===== config.mk =====
export PLATFORM = sky130hd
export DESIGN_NAME = dpc_top
export DESIGN_NICKNAME = d
export VERILOG_FILES = /design/src/rtl/dpc_pkg.sv /design/src/rtl/dpc_pwm_if.sv /design/src/rtl/dpc_pwm_gen.sv /design/src/rtl/dpc_top.sv
export SDC_FILE = /design/constraint.sdc
export NUM_CORES = 2
export LEC_CHECK = 0
export BUFFER_PORTS_ARGS = -buffer_cell sky130_fd_sc_hd__buf_2
export CAP_MARGIN = 20
export CORE_ASPECT_RATIO = 0.7
export CORE_MARGIN = 2
export CORE_UTILIZATION = 35
export CTS_BUF_LIST = sky130_fd_sc_hd__clkbuf_16
export DETAILED_ROUTE_END_ITERATION = 10
export GPL_ROUTABILITY_DRIVEN = 0
export PLACE_DENSITY = 0.56
export SYNTH_ARGS = -nofsm -noshare
export SYNTH_HDL_FRONTEND = slang
export SYNTH_SLANG_ARGS = --single-unit

===== constraint.sdc =====
create_clock -name hclk -period 10.54 [get_ports hclk]
set_input_delay 2.108 -clock hclk [delete_from_list [all_inputs] [get_ports hclk]]
set_output_delay 2.108 -clock hclk [all_outputs]
set_load 0.01 [all_outputs]

===== src/rtl/dpc_pkg.sv =====
package dpc_pkg;
    localparam int unsigned CLK_HZ      = 125_000_000;
    localparam int unsigned CLK_PER_NS  = 1_000_000_000 / CLK_HZ;
    localparam logic [31:0] DUTY_FULL   = 32'h0000_7D00;
    localparam logic [31:0] CLK_HZ_W    = 32'(CLK_HZ);
    localparam logic [31:0] ZERO_W      = 32'h0000_0000;

    // register byte offsets
    localparam logic [7:0] OFS_ACC1     = 8'h00;
    localparam logic [7:0] OFS_ACC2     = 8'h04;
    localparam logic [7:0] OFS_ACC3     = 8'h08;
    localparam logic [7:0] OFS_ACC4     = 8'h0C;
    localparam logic [7:0] OFS_PRESET1  = 8'h10;
    localparam logic [7:0] OFS_PRESET2  = 8'h14;
    localparam logic [7:0] OFS_DUTY1    = 8'h18;
    localparam logic [7:0] OFS_FREQ1    = 8'h1C;
    localparam logic [7:0] OFS_DUTY2    = 8'h20;
    localparam logic [7:0] OFS_FREQ2    = 8'h24;
    localparam logic [7:0] OFS_CTRL     = 8'h28;
    localparam logic [7:0] OFS_CNTCTL   = 8'h2C;
    localparam logic [7:0] OFS_OUTBITS  = 8'h30;
    localparam logic [7:0] OFS_SDUTY1   = 8'h34;
    localparam logic [7:0] OFS_SFREQ1   = 8'h38;
    localparam logic [7:0] OFS_SDUTY2   = 8'h3C;
    localparam logic [7:0] OFS_SFREQ2   = 8'h40;
    localparam logic [7:0] OFS_STATUS   = 8'h44;

    // control register fields: mode of channel i at [2i+1:2i], stop policy at STOPALT+i
    localparam int unsigned CTRL_MODE_W  = 2;
    localparam int unsigned CTRL_STOPALT = 4;
    localparam logic [31:0] CTRL_RST     = 32'h0000_0000;
    localparam int unsigned CNTCTL_W     = 4;
    localparam int unsigned NUM_CH       = 2;

    typedef enum logic [1:0] {
        DPC_MODE_NORMAL,
        DPC_MODE_PWM,
        DPC_MODE_CMP
    } dpc_mode_t;
endpackage


===== src/rtl/dpc_pwm_if.sv =====
`timescale 1ns/1ns
interface dpc_pwm_if;
    logic [31:0] freq;
    logic [31:0] duty;
    logic        hold;
    logic        out;
    modport src (output freq, output duty, output hold, input out);
    modport gen (input freq, input duty, input hold, output out);
endinterface


===== src/rtl/dpc_pwm_gen.sv =====
`timescale 1ns/1ns
module dpc_pwm_gen (
    input  wire logic hclk,      // system clock
    input  wire logic hresetn,   // async reset, active low
    dpc_pwm_if.gen    pif        // settings in, waveform out
);
    import dpc_pkg::*;

    logic [31:0] freq_r;
    logic [31:0] duty_r;
    logic [31:0] acc_r;
    logic        out_r;
    logic [32:0] sum;
    logic        wrap;
    logic [31:0] acc_nxt;
    logic        out_nxt;
    logic [63:0] lhs;
    logic [63:0] rhs;

    // phase accumulator: adds the frequency each cycle, wraps at the clock rate
    always_comb begin
        sum  = {1'b0, acc_r} + {1'b0, freq_r};
        wrap = sum >= {1'b0, CLK_HZ_W};
        if (freq_r >= CLK_HZ_W) begin
            acc_nxt = ZERO_W;
        end else if (wrap) begin
            acc_nxt = 32'(sum - {1'b0, CLK_HZ_W});
        end else begin
            acc_nxt = sum[31:0];
        end
    end

    always_ff @(posedge hclk or negedge hresetn) begin
        if (!hresetn) begin
            acc_r <= ZERO_W;
        end else if (pif.hold) begin
            acc_r <= acc_r;
        end else begin
            acc_r <= acc_nxt;
        end
    end

    // new settings only at a period boundary, or at once while idle
    always_ff @(posedge hclk or negedge hresetn) begin
        if (!hresetn) begin
            freq_r <= ZERO_W;
            duty_r <= ZERO_W;
        end else if (!pif.hold && (wrap || freq_r == ZERO_W || freq_r >= CLK_HZ_W)) begin
            freq_r <= pif.freq;
            duty_r <= pif.duty;
        end
    end

    // high while phase/clk < duty/full, compared by cross multiplication
    always_comb begin
        lhs = 64'(acc_r) * 64'(DUTY_FULL);
        rhs = 64'(duty_r) * 64'(CLK_HZ_W);
        if (duty_r == ZERO_W) begin
            out_nxt = 1'b0;
        end else if (duty_r >= DUTY_FULL) begin
            out_nxt = 1'b1;
        end else if (freq_r == ZERO_W) begin
            out_nxt = 1'b0;
        end else begin
            out_nxt = lhs < rhs;
        end
    end

    always_ff @(posedge hclk or negedge hresetn) begin
        if (!hresetn) begin
            out_r <= 1'b0;
        end else if (!pif.hold) begin
            out_r <= out_nxt;
        end
    end

    assign pif.out = out_r;

    chk_zero_duty_low: assert property (@(posedge hclk) disable iff (!hresetn)
        (!pif.hold && duty_r == ZERO_W) |=> !out_r)
        else $error("zero duty did not drive low");

    chk_full_duty_high: assert property (@(posedge hclk) disable iff (!hresetn)
        (!pif.hold && duty_r >= DUTY_FULL) |=> out_r)
        else $error("full duty did not drive high");

    chk_setting_boundary: assert property (@(posedge hclk) disable iff (!hresetn)
        (freq_r != ZERO_W && freq_r < CLK_HZ_W && !wrap) |=> $stable(duty_r))
        else $error("duty changed inside a period");

    chk_phase_range: assert property (@(posedge hclk) disable iff (!hresetn)
        acc_r < CLK_HZ_W)
        else $error("phase accumulator out of range");
endmodule


===== src/rtl/dpc_top.sv =====
// Register access over AHB-Lite and the register offsets were chosen for this implementation.
`timescale 1ns/1ns
// Behaviour
// - two outputs, each independently set to normal, modulated or compare mode
// - normal mode: output follows its software output bit
// - compare mode: output i driven by counter i count against its preset
// - modulated mode: channel waveform drives the output, not the software bit
// - channels enabled separately, each with its own frequency and duty
// - duty 0 to 32000, high fraction equals duty over full scale
// - duty zero holds low, full scale holds high at any frequency
// - frequency is in hertz, period is its reciprocal
// - after reset or download, modulated output low until both settings written non-zero
// - stop mode: hold last state or use separate stop frequency and duty
// - stop frequency or stop duty zero keeps output low throughout stop
// - first or third control bit clears quadrature counter one or two
// - second or fourth control bit loads counter with counts per revolution less one
module dpc_top (
    input  wire logic        hclk,           // system clock, 125 MHz
    input  wire logic        hresetn,        // async reset, active low
    input  wire logic        hsel,           // slave select
    input  wire logic [31:0] haddr,          // byte address
    input  wire logic [1:0]  htrans,         // transfer type
    input  wire logic        hwrite,         // write when high
    input  wire logic [2:0]  hsize,          // transfer size
    input  wire logic [31:0] hwdata,         // write data
    input  wire logic        hready,         // bus ready in
    output logic      [31:0] hrdata,         // read data
    output logic             hreadyout,      // slave ready
    output logic             hresp,          // response, always okay
    input  wire logic [31:0] cnt_acc1,       // counter one accumulator
    input  wire logic [31:0] cnt_acc2,       // counter two accumulator
    input  wire logic [31:0] cnt_acc3,       // counter three accumulator
    input  wire logic [31:0] cnt_acc4,       // counter four accumulator
    input  wire logic        stop_mode,      // controller in stop mode
    input  wire logic        download_act,   // program download in progress
    output logic [3:0]       cnt_ctrl,       // counter clear and set controls
    output logic             output_one,     // dedicated output one
    output logic             output_two      // dedicated output two
);
    import dpc_pkg::*;

    dpc_pwm_if pwm_if [NUM_CH] ();

    logic [31:0]         preset_r  [NUM_CH];
    logic [31:0]         duty_r    [NUM_CH];
    logic [31:0]         freq_r    [NUM_CH];
    logic [31:0]         sduty_r   [NUM_CH];
    logic [31:0]         sfreq_r   [NUM_CH];
    logic [31:0]         ctrl_r;
    logic [CNTCTL_W-1:0] cntctl_r;
    logic [NUM_CH-1:0]   outbits_r;
    logic [NUM_CH-1:0]   armed_r;
    logic [NUM_CH-1:0]   duty_ok_r;
    logic [NUM_CH-1:0]   freq_ok_r;
    logic [NUM_CH-1:0]   drive_r;
    logic [NUM_CH-1:0]   drive_nxt;
    logic [NUM_CH-1:0]   cmp_hit;
    logic [31:0]         acc_cur   [NUM_CH];
    logic [7:0]          wr_addr_r;
    logic                wr_pend_r;
    logic [31:0]         rdata_r;
    logic [31:0]         rdata_nxt;
    logic                addr_ok;
    dpc_mode_t           mode      [NUM_CH];

    function automatic dpc_mode_t mode_of(input logic [31:0] ctrl, input int ch);
        logic [1:0] m;
        m = ctrl[ch*CTRL_MODE_W +: CTRL_MODE_W];
        if (m == 2'h1) begin
            return DPC_MODE_PWM;
        end else if (m == 2'h2) begin
            return DPC_MODE_CMP;
        end
        return DPC_MODE_NORMAL;
    endfunction

    function automatic logic is_wr(input logic [7:0] a, input logic [7:0] ofs);
        return wr_pend_r && (a == ofs);
    endfunction

    // ---------------- bus slave: zero wait, okay only
    assign addr_ok   = hsel && hready && htrans[1];
    assign hreadyout = 1'b1;
    assign hresp     = 1'b0;
    assign hrdata    = rdata_r;

    always_ff @(posedge hclk or negedge hresetn) begin
        if (!hresetn) begin
            wr_pend_r <= 1'b0;
            wr_addr_r <= 8'h00;
        end else begin
            wr_pend_r <= addr_ok && hwrite && (haddr[31:8] == 24'h00_0000);
            wr_addr_r <= haddr[7:0];
        end
    end

    always_comb begin
        rdata_nxt = ZERO_W;
        unique case (haddr[7:0])
            OFS_ACC1:    rdata_nxt = cnt_acc1;
            OFS_ACC2:    rdata_nxt = cnt_acc2;
            OFS_ACC3:    rdata_nxt = cnt_acc3;
            OFS_ACC4:    rdata_nxt = cnt_acc4;
            OFS_PRESET1: rdata_nxt = preset_r[0];
            OFS_PRESET2: rdata_nxt = preset_r[1];
            OFS_DUTY1:   rdata_nxt = duty_r[0];
            OFS_FREQ1:   rdata_nxt = freq_r[0];
            OFS_DUTY2:   rdata_nxt = duty_r[1];
            OFS_FREQ2:   rdata_nxt = freq_r[1];
            OFS_CTRL:    rdata_nxt = ctrl_r;
            OFS_CNTCTL:  rdata_nxt = 32'(cntctl_r);
            OFS_OUTBITS: rdata_nxt = 32'(outbits_r);
            OFS_SDUTY1:  rdata_nxt = sduty_r[0];
            OFS_SFREQ1:  rdata_nxt = sfreq_r[0];
            OFS_SDUTY2:  rdata_nxt = sduty_r[1];
            OFS_SFREQ2:  rdata_nxt = sfreq_r[1];
            OFS_STATUS:  rdata_nxt = 32'({stop_mode, armed_r, drive_r});
            default:     rdata_nxt = ZERO_W;
        endcase
        if (haddr[31:8] != 24'h00_0000) begin
            rdata_nxt = ZERO_W;
        end
    end

    always_ff @(posedge hclk or negedge hresetn) begin
        if (!hresetn) begin
            rdata_r <= ZERO_W;
        end else if (addr_ok && !hwrite) begin
            rdata_r <= rdata_nxt;
        end
    end

    // ---------------- software registers
    always_ff @(posedge hclk or negedge hresetn) begin
        if (!hresetn) begin
            preset_r <= '{default: ZERO_W};
        end else begin
            if (is_wr(wr_addr_r, OFS_PRESET1)) preset_r[0] <= hwdata;
            if (is_wr(wr_addr_r, OFS_PRESET2)) preset_r[1] <= hwdata;
        end
    end

    always_ff @(posedge hclk or negedge hresetn) begin
        if (!hresetn) begin
            duty_r <= '{default: ZERO_W};
            freq_r <= '{default: ZERO_W};
        end else begin
            if (is_wr(wr_addr_r, OFS_DUTY1)) duty_r[0] <= hwdata;
            if (is_wr(wr_addr_r, OFS_FREQ1)) freq_r[0] <= hwdata;
            if (is_wr(wr_addr_r, OFS_DUTY2)) duty_r[1] <= hwdata;
            if (is_wr(wr_addr_r, OFS_FREQ2)) freq_r[1] <= hwdata;
        end
    end

    always_ff @(posedge hclk or negedge hresetn) begin
        if (!hresetn) begin
            sduty_r <= '{default: ZERO_W};
            sfreq_r <= '{default: ZERO_W};
        end else begin
            if (is_wr(wr_addr_r, OFS_SDUTY1)) sduty_r[0] <= hwdata;
            if (is_wr(wr_addr_r, OFS_SFREQ1)) sfreq_r[0] <= hwdata;
            if (is_wr(wr_addr_r, OFS_SDUTY2)) sduty_r[1] <= hwdata;
            if (is_wr(wr_addr_r, OFS_SFREQ2)) sfreq_r[1] <= hwdata;
        end
    end

    always_ff @(posedge hclk or negedge hresetn) begin
        if (!hresetn) begin
            ctrl_r    <= CTRL_RST;
            outbits_r <= '0;
        end else begin
            if (is_wr(wr_addr_r, OFS_CTRL)) ctrl_r <= hwdata;
            if (is_wr(wr_addr_r, OFS_OUTBITS)) outbits_r <= hwdata[NUM_CH-1:0];
        end
    end

    // counter controls are levels seen by the external counting logic
    always_ff @(posedge hclk or negedge hresetn) begin
        if (!hresetn) begin
            cntctl_r <= '0;
        end else if (is_wr(wr_addr_r, OFS_CNTCTL)) begin
            cntctl_r <= hwdata[CNTCTL_W-1:0];
        end
    end

    assign cnt_ctrl = cntctl_r;

    // ---------------- channel setup
    assign acc_cur[0] = cnt_acc1;
    assign acc_cur[1] = cnt_acc2;

    for (genvar i = 0; i < NUM_CH; i++) begin : g_ch
        localparam logic [7:0] DUTY_OFS = (i == 0) ? OFS_DUTY1 : OFS_DUTY2;
        localparam logic [7:0] FREQ_OFS = (i == 0) ? OFS_FREQ1 : OFS_FREQ2;
        logic                  stop_alt;
        logic                  pwm_off;
        assign mode[i]    = mode_of(ctrl_r, i);
        assign stop_alt   = ctrl_r[CTRL_STOPALT + i];
        // the generator takes new settings only at a wrap or while idle, so forced lows are applied here
        assign pwm_off    = download_act || !armed_r[i]
                            || (stop_mode && stop_alt
                                && (sfreq_r[i] == ZERO_W || sduty_r[i] == ZERO_W));
        assign cmp_hit[i] = acc_cur[i] >= preset_r[i];

        // each setting must be written non-zero after reset or a download
        always_ff @(posedge hclk or negedge hresetn) begin
            if (!hresetn) begin
                duty_ok_r[i] <= 1'b0;
                freq_ok_r[i] <= 1'b0;
            end else if (download_act) begin
                duty_ok_r[i] <= 1'b0;
                freq_ok_r[i] <= 1'b0;
            end else begin
                if (is_wr(wr_addr_r, DUTY_OFS) && hwdata != ZERO_W) begin
                    duty_ok_r[i] <= 1'b1;
                end
                if (is_wr(wr_addr_r, FREQ_OFS) && hwdata != ZERO_W) begin
                    freq_ok_r[i] <= 1'b1;
                end
            end
        end

        // armed once both settings were written non-zero; a download disarms
        always_ff @(posedge hclk or negedge hresetn) begin
            if (!hresetn) begin
                armed_r[i] <= 1'b0;
            end else if (download_act) begin
                armed_r[i] <= 1'b0;
            end else begin
                armed_r[i] <= duty_ok_r[i] && freq_ok_r[i];
            end
        end

        always_comb begin
            pwm_if[i].hold = 1'b0;
            pwm_if[i].freq = ZERO_W;
            pwm_if[i].duty = ZERO_W;
            if (mode[i] != DPC_MODE_PWM || download_act || !armed_r[i]) begin
                pwm_if[i].freq = ZERO_W;
                pwm_if[i].duty = ZERO_W;
            end else if (stop_mode && !stop_alt) begin
                pwm_if[i].hold = 1'b1;
                pwm_if[i].freq = freq_r[i];
                pwm_if[i].duty = duty_r[i];
            end else if (stop_mode) begin
                if (sfreq_r[i] != ZERO_W && sduty_r[i] != ZERO_W) begin
                    pwm_if[i].freq = sfreq_r[i];
                    pwm_if[i].duty = sduty_r[i];
                end
            end else begin
                pwm_if[i].freq = freq_r[i];
                pwm_if[i].duty = duty_r[i];
            end
        end

        dpc_pwm_gen u_gen (
            .hclk    (hclk),
            .hresetn (hresetn),
            .pif     (pwm_if[i].gen)
        );

        always_comb begin
            unique case (mode[i])
                DPC_MODE_NORMAL: drive_nxt[i] = outbits_r[i];
                DPC_MODE_PWM:    drive_nxt[i] = pwm_if[i].out && !pwm_off;
                DPC_MODE_CMP:    drive_nxt[i] = cmp_hit[i];
            endcase
        end
    end

    always_ff @(posedge hclk or negedge hresetn) begin
        if (!hresetn) begin
            drive_r <= '0;
        end else begin
            drive_r <= drive_nxt;
        end
    end

    assign output_one = drive_r[0];
    assign output_two = drive_r[1];

    // ---------------- checks
    chk_normal_follows: assert property (@(posedge hclk) disable iff (!hresetn)
        (mode[0] == DPC_MODE_NORMAL) |=> (output_one == $past(outbits_r[0])))
        else $error("normal output one not following its bit");

    chk_compare_two: assert property (@(posedge hclk) disable iff (!hresetn)
        (mode[1] == DPC_MODE_CMP) |=> (output_two == $past(cnt_acc2 >= preset_r[1])))
        else $error("compare output two wrong");

    chk_compare_one: assert property (@(posedge hclk) disable iff (!hresetn)
        (mode[0] == DPC_MODE_CMP) |=> (output_one == $past(cnt_acc1 >= preset_r[0])))
        else $error("compare output one wrong");

    chk_pwm_drives: assert property (@(posedge hclk) disable iff (!hresetn)
        (mode[0] == DPC_MODE_PWM && armed_r[0] && !download_act && !stop_mode)
        |=> (output_one == $past(pwm_if[0].out)))
        else $error("modulated output one not from its generator");

    chk_download_disarms: assert property (@(posedge hclk) disable iff (!hresetn)
        download_act |=> (armed_r == '0))
        else $error("download did not disarm the channels");

    chk_stop_zero_one: assert property (@(posedge hclk) disable iff (!hresetn)
        (stop_mode && ctrl_r[CTRL_STOPALT] && sduty_r[0] == ZERO_W
         && mode[0] == DPC_MODE_PWM) |=> !output_one)
        else $error("stop with zero duty not low on output one");

    chk_unarmed_low: assert property (@(posedge hclk) disable iff (!hresetn)
        (!armed_r[0] && mode[0] == DPC_MODE_PWM) [*3] |=> !output_one)
        else $error("unarmed modulated output one not low");

    chk_download_low: assert property (@(posedge hclk) disable iff (!hresetn)
        (download_act && mode[1] == DPC_MODE_PWM) [*3] |=> !output_two)
        else $error("modulated output two not low in download");

    chk_stop_hold: assert property (@(posedge hclk) disable iff (!hresetn)
        (stop_mode && !ctrl_r[CTRL_STOPALT] && armed_r[0] && !download_act
         && mode[0] == DPC_MODE_PWM) [*3] |=> $stable(output_one))
        else $error("held output one changed in stop");

    chk_stop_zero_low: assert property (@(posedge hclk) disable iff (!hresetn)
        (stop_mode && ctrl_r[CTRL_STOPALT + 1] && sduty_r[1] == ZERO_W
         && mode[1] == DPC_MODE_PWM) [*3] |=> !output_two)
        else $error("stop with zero duty not low");

    chk_full_scale_on: assert property (@(posedge hclk) disable iff (!hresetn)
        (mode[0] == DPC_MODE_PWM && armed_r[0] && !stop_mode && !download_act
         && duty_r[0] == DUTY_FULL && freq_r[0] < CLK_HZ_W) [*8] |=> output_one)
        else $error("full scale duty not continuously high");

    chk_cnt_ctrl_write: assert property (@(posedge hclk) disable iff (!hresetn)
        is_wr(wr_addr_r, OFS_CNTCTL) |=> (cnt_ctrl == $past(hwdata[CNTCTL_W-1:0])))
        else $error("counter control not written");

    chk_okay_zero_wait: assert property (@(posedge hclk) disable iff (!hresetn)
        hreadyout && !hresp)
        else $error("slave not ready or not okay");

    cov_pwm_one_toggles: cover property (@(posedge hclk) disable iff (!hresetn)
        mode[0] == DPC_MODE_PWM ##1 $rose(output_one) ##[1:1000] $fell(output_one));

    cov_compare_hit: cover property (@(posedge hclk) disable iff (!hresetn)
        mode[1] == DPC_MODE_CMP && $rose(output_two));

    cov_stop_alt: cover property (@(posedge hclk) disable iff (!hresetn)
        stop_mode && ctrl_r[CTRL_STOPALT] && armed_r[0] && $rose(output_one));

    cov_counter_set: cover property (@(posedge hclk) disable iff (!hresetn)
        $rose(cnt_ctrl[1]));

    cov_rearm: cover property (@(posedge hclk) disable iff (!hresetn)
        $fell(download_act) ##[1:1000] $rose(armed_r[0]));
endmodule


==> results.json <==
{
  "rr_worst_depth": 38,
  "timing.critical_path.mode_cell": "fa_1",
  "io_buffers": 237,
  "finalCritPeriodShare_pct": 96.78,
  "cp.buffers_inverters": 4,
  "synth-main-ff-cell": "dfrtp_1",
  "use_met1_pct": 37.47,
  "firstDrtPassIters": 9,
  "grt_pass1_vias": 55160,
  "status": "complete, no violations",
  "dieArea_um2": 208800,
  "cp.depth": 38,
  "die_y_um": 382.9,
  "ys_warn_count": 0,
  "muxShareOfSynthArea_pct": 6.508,
  "dr.first_iter.drc_count": 5610,
  "synth_xor_area_share_pct": 2.940,
  "yosysMostFrequentCell": "inv_1",
  "synth_cell_types": 87,
  "synth_common_cells": "inv_1, ha_1, fa_1",
  "start_util_pct": 35.10,
  "htree_levels": 3,
  "synth_nets": 9165,
  "yosys.area_share.simple_pct": 8.073,
  "worstSetupStartpointType": "register",
  "vias_per_cell": 5.482,
  "yosysSeqAreaShare_pct": 20.95,
  "grt_overflow": 0,
  "grt_antenna_before_repair": 71,
  "postCtsHoldBufs": 0,
  "utilization_pct": 38.45,
  "rows": 139,
  "hold_viol": 0,
  "wl_per_cell_um": 24.39,
  "cap_violations": 0,
  "cp_slowest_cell": "fa_1",
  "io_pins": 244,
  "cp-end-kind": "register",
  "synthCells": 7143,
  "synth_seq_cells": 601,
  "cpPeakStageDelay_ns": 0.56,
  "regArea_um2": 15050,
  "min_path_type": "register to register",
  "drive_gt1_share_pct": 10.84,
  "critPathKind": "register to register",
  "fillers": 20340,
  "synth_top_area_cell": "fa_1",
  "area_growth_pct": 9.558,
  "cts_tree": "yes",
  "synth_top_area_share_pct": 24.04,
  "grt_use_met2_pct": 30.51,
  "cts.reportedPaths.clkPinSlew_ns": 0.06,
  "grt_max_degree": 156,
  "dp_hpwl_mm": 204.2,
  "slew_violations": 0,
  "drt-total-wl_mm": 247.3,
  "num_vias": 55600,
  "cts_made_buffers": 66,
  "holdPathStages": 2,
  "multiInputGateArea_um2": 51490,
  "arrival_ns": 10.68,
  "grtUsageMet3_pct": 6.089,
  "synth_compound_area_share_pct": 13.16,
  "max_slew_margin_pct": 22.02,
  "period_needed_ns": 10.20,
  "critical_path_required_ns": 11.01,
  "avgSynthCellArea_um2": 10.05,
  "place_area_um2": 76510,
  "max_clock_freq_mhz": 98.03,
  "cp_top_family": "adder cells",
  "path_max_fanout": 8,
  "drc_errors": 0,
  "core_um2": 204500,
  "ys_top_cells_by_area": "fa_1, dfrtp_1, ha_1",
  "cts-root-buf": "clkbuf_16",
  "top_usage_layer": "met1",
  "drtAntennaViolNets": 0,
  "ys_async_sr_fraction_pct": 100.0,
  "cts.sinks": 601,
  "stdcell_area_um2": 78650,
  "dieWidth_um": 545.3,
  "synthAdderAreaFrac_pct": 40.70,
  "grt_pass1_wl_mm": 368.6,
  "cts_max_path_buffers": 3,
  "post_cts_resized": 0,
  "clock_skew_ns": 0.03112,
  "post_cts_buffers": 0,
  "final-setup-viol-count": 0,
  "grt_usage_pct": 23.52,
  "nNetsFinal": 9347,
  "worst_pin_slew_ns": 1.159,
  "synth_top_family_by_area": "adder cells",
  "clk_latency_ns": 0.66,
  "synth_edf_count": 0,
  "netlist_area_um2": 71790
}
-- through the flow --
| step | worst slack [ns] | TNS (ns) | hold slack (ns) | cells |
|---|---|---|---|---|
| floorplan | 1.948 | 0 | 0.4623 | 7143 |
| global route | -0.004487 | -0.004487 | 0.5004 | 10130 |
| detailed placement | 0.4332 | 0 | 0.4687 | 10000 |
| CTS | 0.3922 | 0 | 0.4822 | 10110 |
| finish | 0.3389 | 0 | 0.4745 | 10140 |
| global placement | 0.5656 | 0 | 0.4609 | 10000 |
-- state kept, by name (all words and copies together) (netlist names) --
register	cells
duty_r	64
freq_r	64
g_ch.u_gen.acc_r	64
g_ch.u_gen.duty_r	64
g_ch.u_gen.freq_r	64
preset_r	64
sduty_r	64
sfreq_r	64
ctrl_r	32
hrdata	32
wr_addr_r	8
cnt_ctrl	4
armed_r	2
drive_r	2
duty_ok_r	2
freq_ok_r	2
g_ch.u_gen.pif.out	2
outbits_r	2
wr_pend_r	1
-- logic make-up (layout without fill, tap and decap cells) --
group	count (synthesis)	after routing
fa+ha+maj	1818	1818
buf+inv	1451	1676
compound gates	1388	1388
simple gates	1212	1212
flops	601	601
mux	430	430
xor+xnor	241	241
other cells	2	26
-- worst min-delay path: cells and delay by family (launching register included) --
family / cells / cell delay (ns)
AO/OA/AOI/OAI: 1 / 0.06
flip-flops: 1 / 0.34
AND/OR/NAND/NOR: 1 / 0.04
-- final cells by class --
| class | count | area share [%] |
|---|---|---|
| diodes | 24 | 0.07636 |
| repair buffers | 334 | 2.469 |
| flip-flops and latches | 601 | 19.13 |
| well taps | 2749 | 4.373 |
| multi-input cells | 5091 | 65.47 |
| clock buffers | 68 | 2.164 |
| clock inverters | 43 | 0.4391 |
| inverters | 1231 | 5.875 |
-- worst paths after layout --
| kind | from | endpoint | slack, ns |
|---|---|---|---|
| max in group asynchronous | hresetn | freq_r[27] | 6.69 |
| setup reg to reg | g_ch[0].u_gen.duty_r[12] | g_ch[0].u_gen.pif.out | 0.34 |
| hold / removal | hrdata[27] | hrdata[27] | 0.47 |
| setup / recovery | g_ch[0].u_gen.duty_r[12] | g_ch[0].u_gen.pif.out | 0.34 |
| min in group asynchronous | hresetn | g_ch[0].u_gen.acc_r[4] | 1.49 |
| hold reg to reg | hrdata[27] | hrdata[27] | 0.47 |
-- per-layer routing --
layer	vias to the layer above	routed length [um]
met4	22	7024
met2	2362	92800
li1	24770	-
met5	-	149
met3	300	25710
met1	28140	121600
-- placed cells by master (no fill, tap or decap), types with 163 or more instances in the layout --
cell type  instances
fa_1             862
a21oi_1          239
ha_1             956
o21ai_0          277
dfrtp_1          595
mux2_2           294
nor2_1           180
inv_1           1245
buf_2            239
o31ai_1          163
nand2_1          471
Power is left out: the tool's default activity adds up to more than one toggle a clock period on the data nets, which glitch-free logic cannot reach.
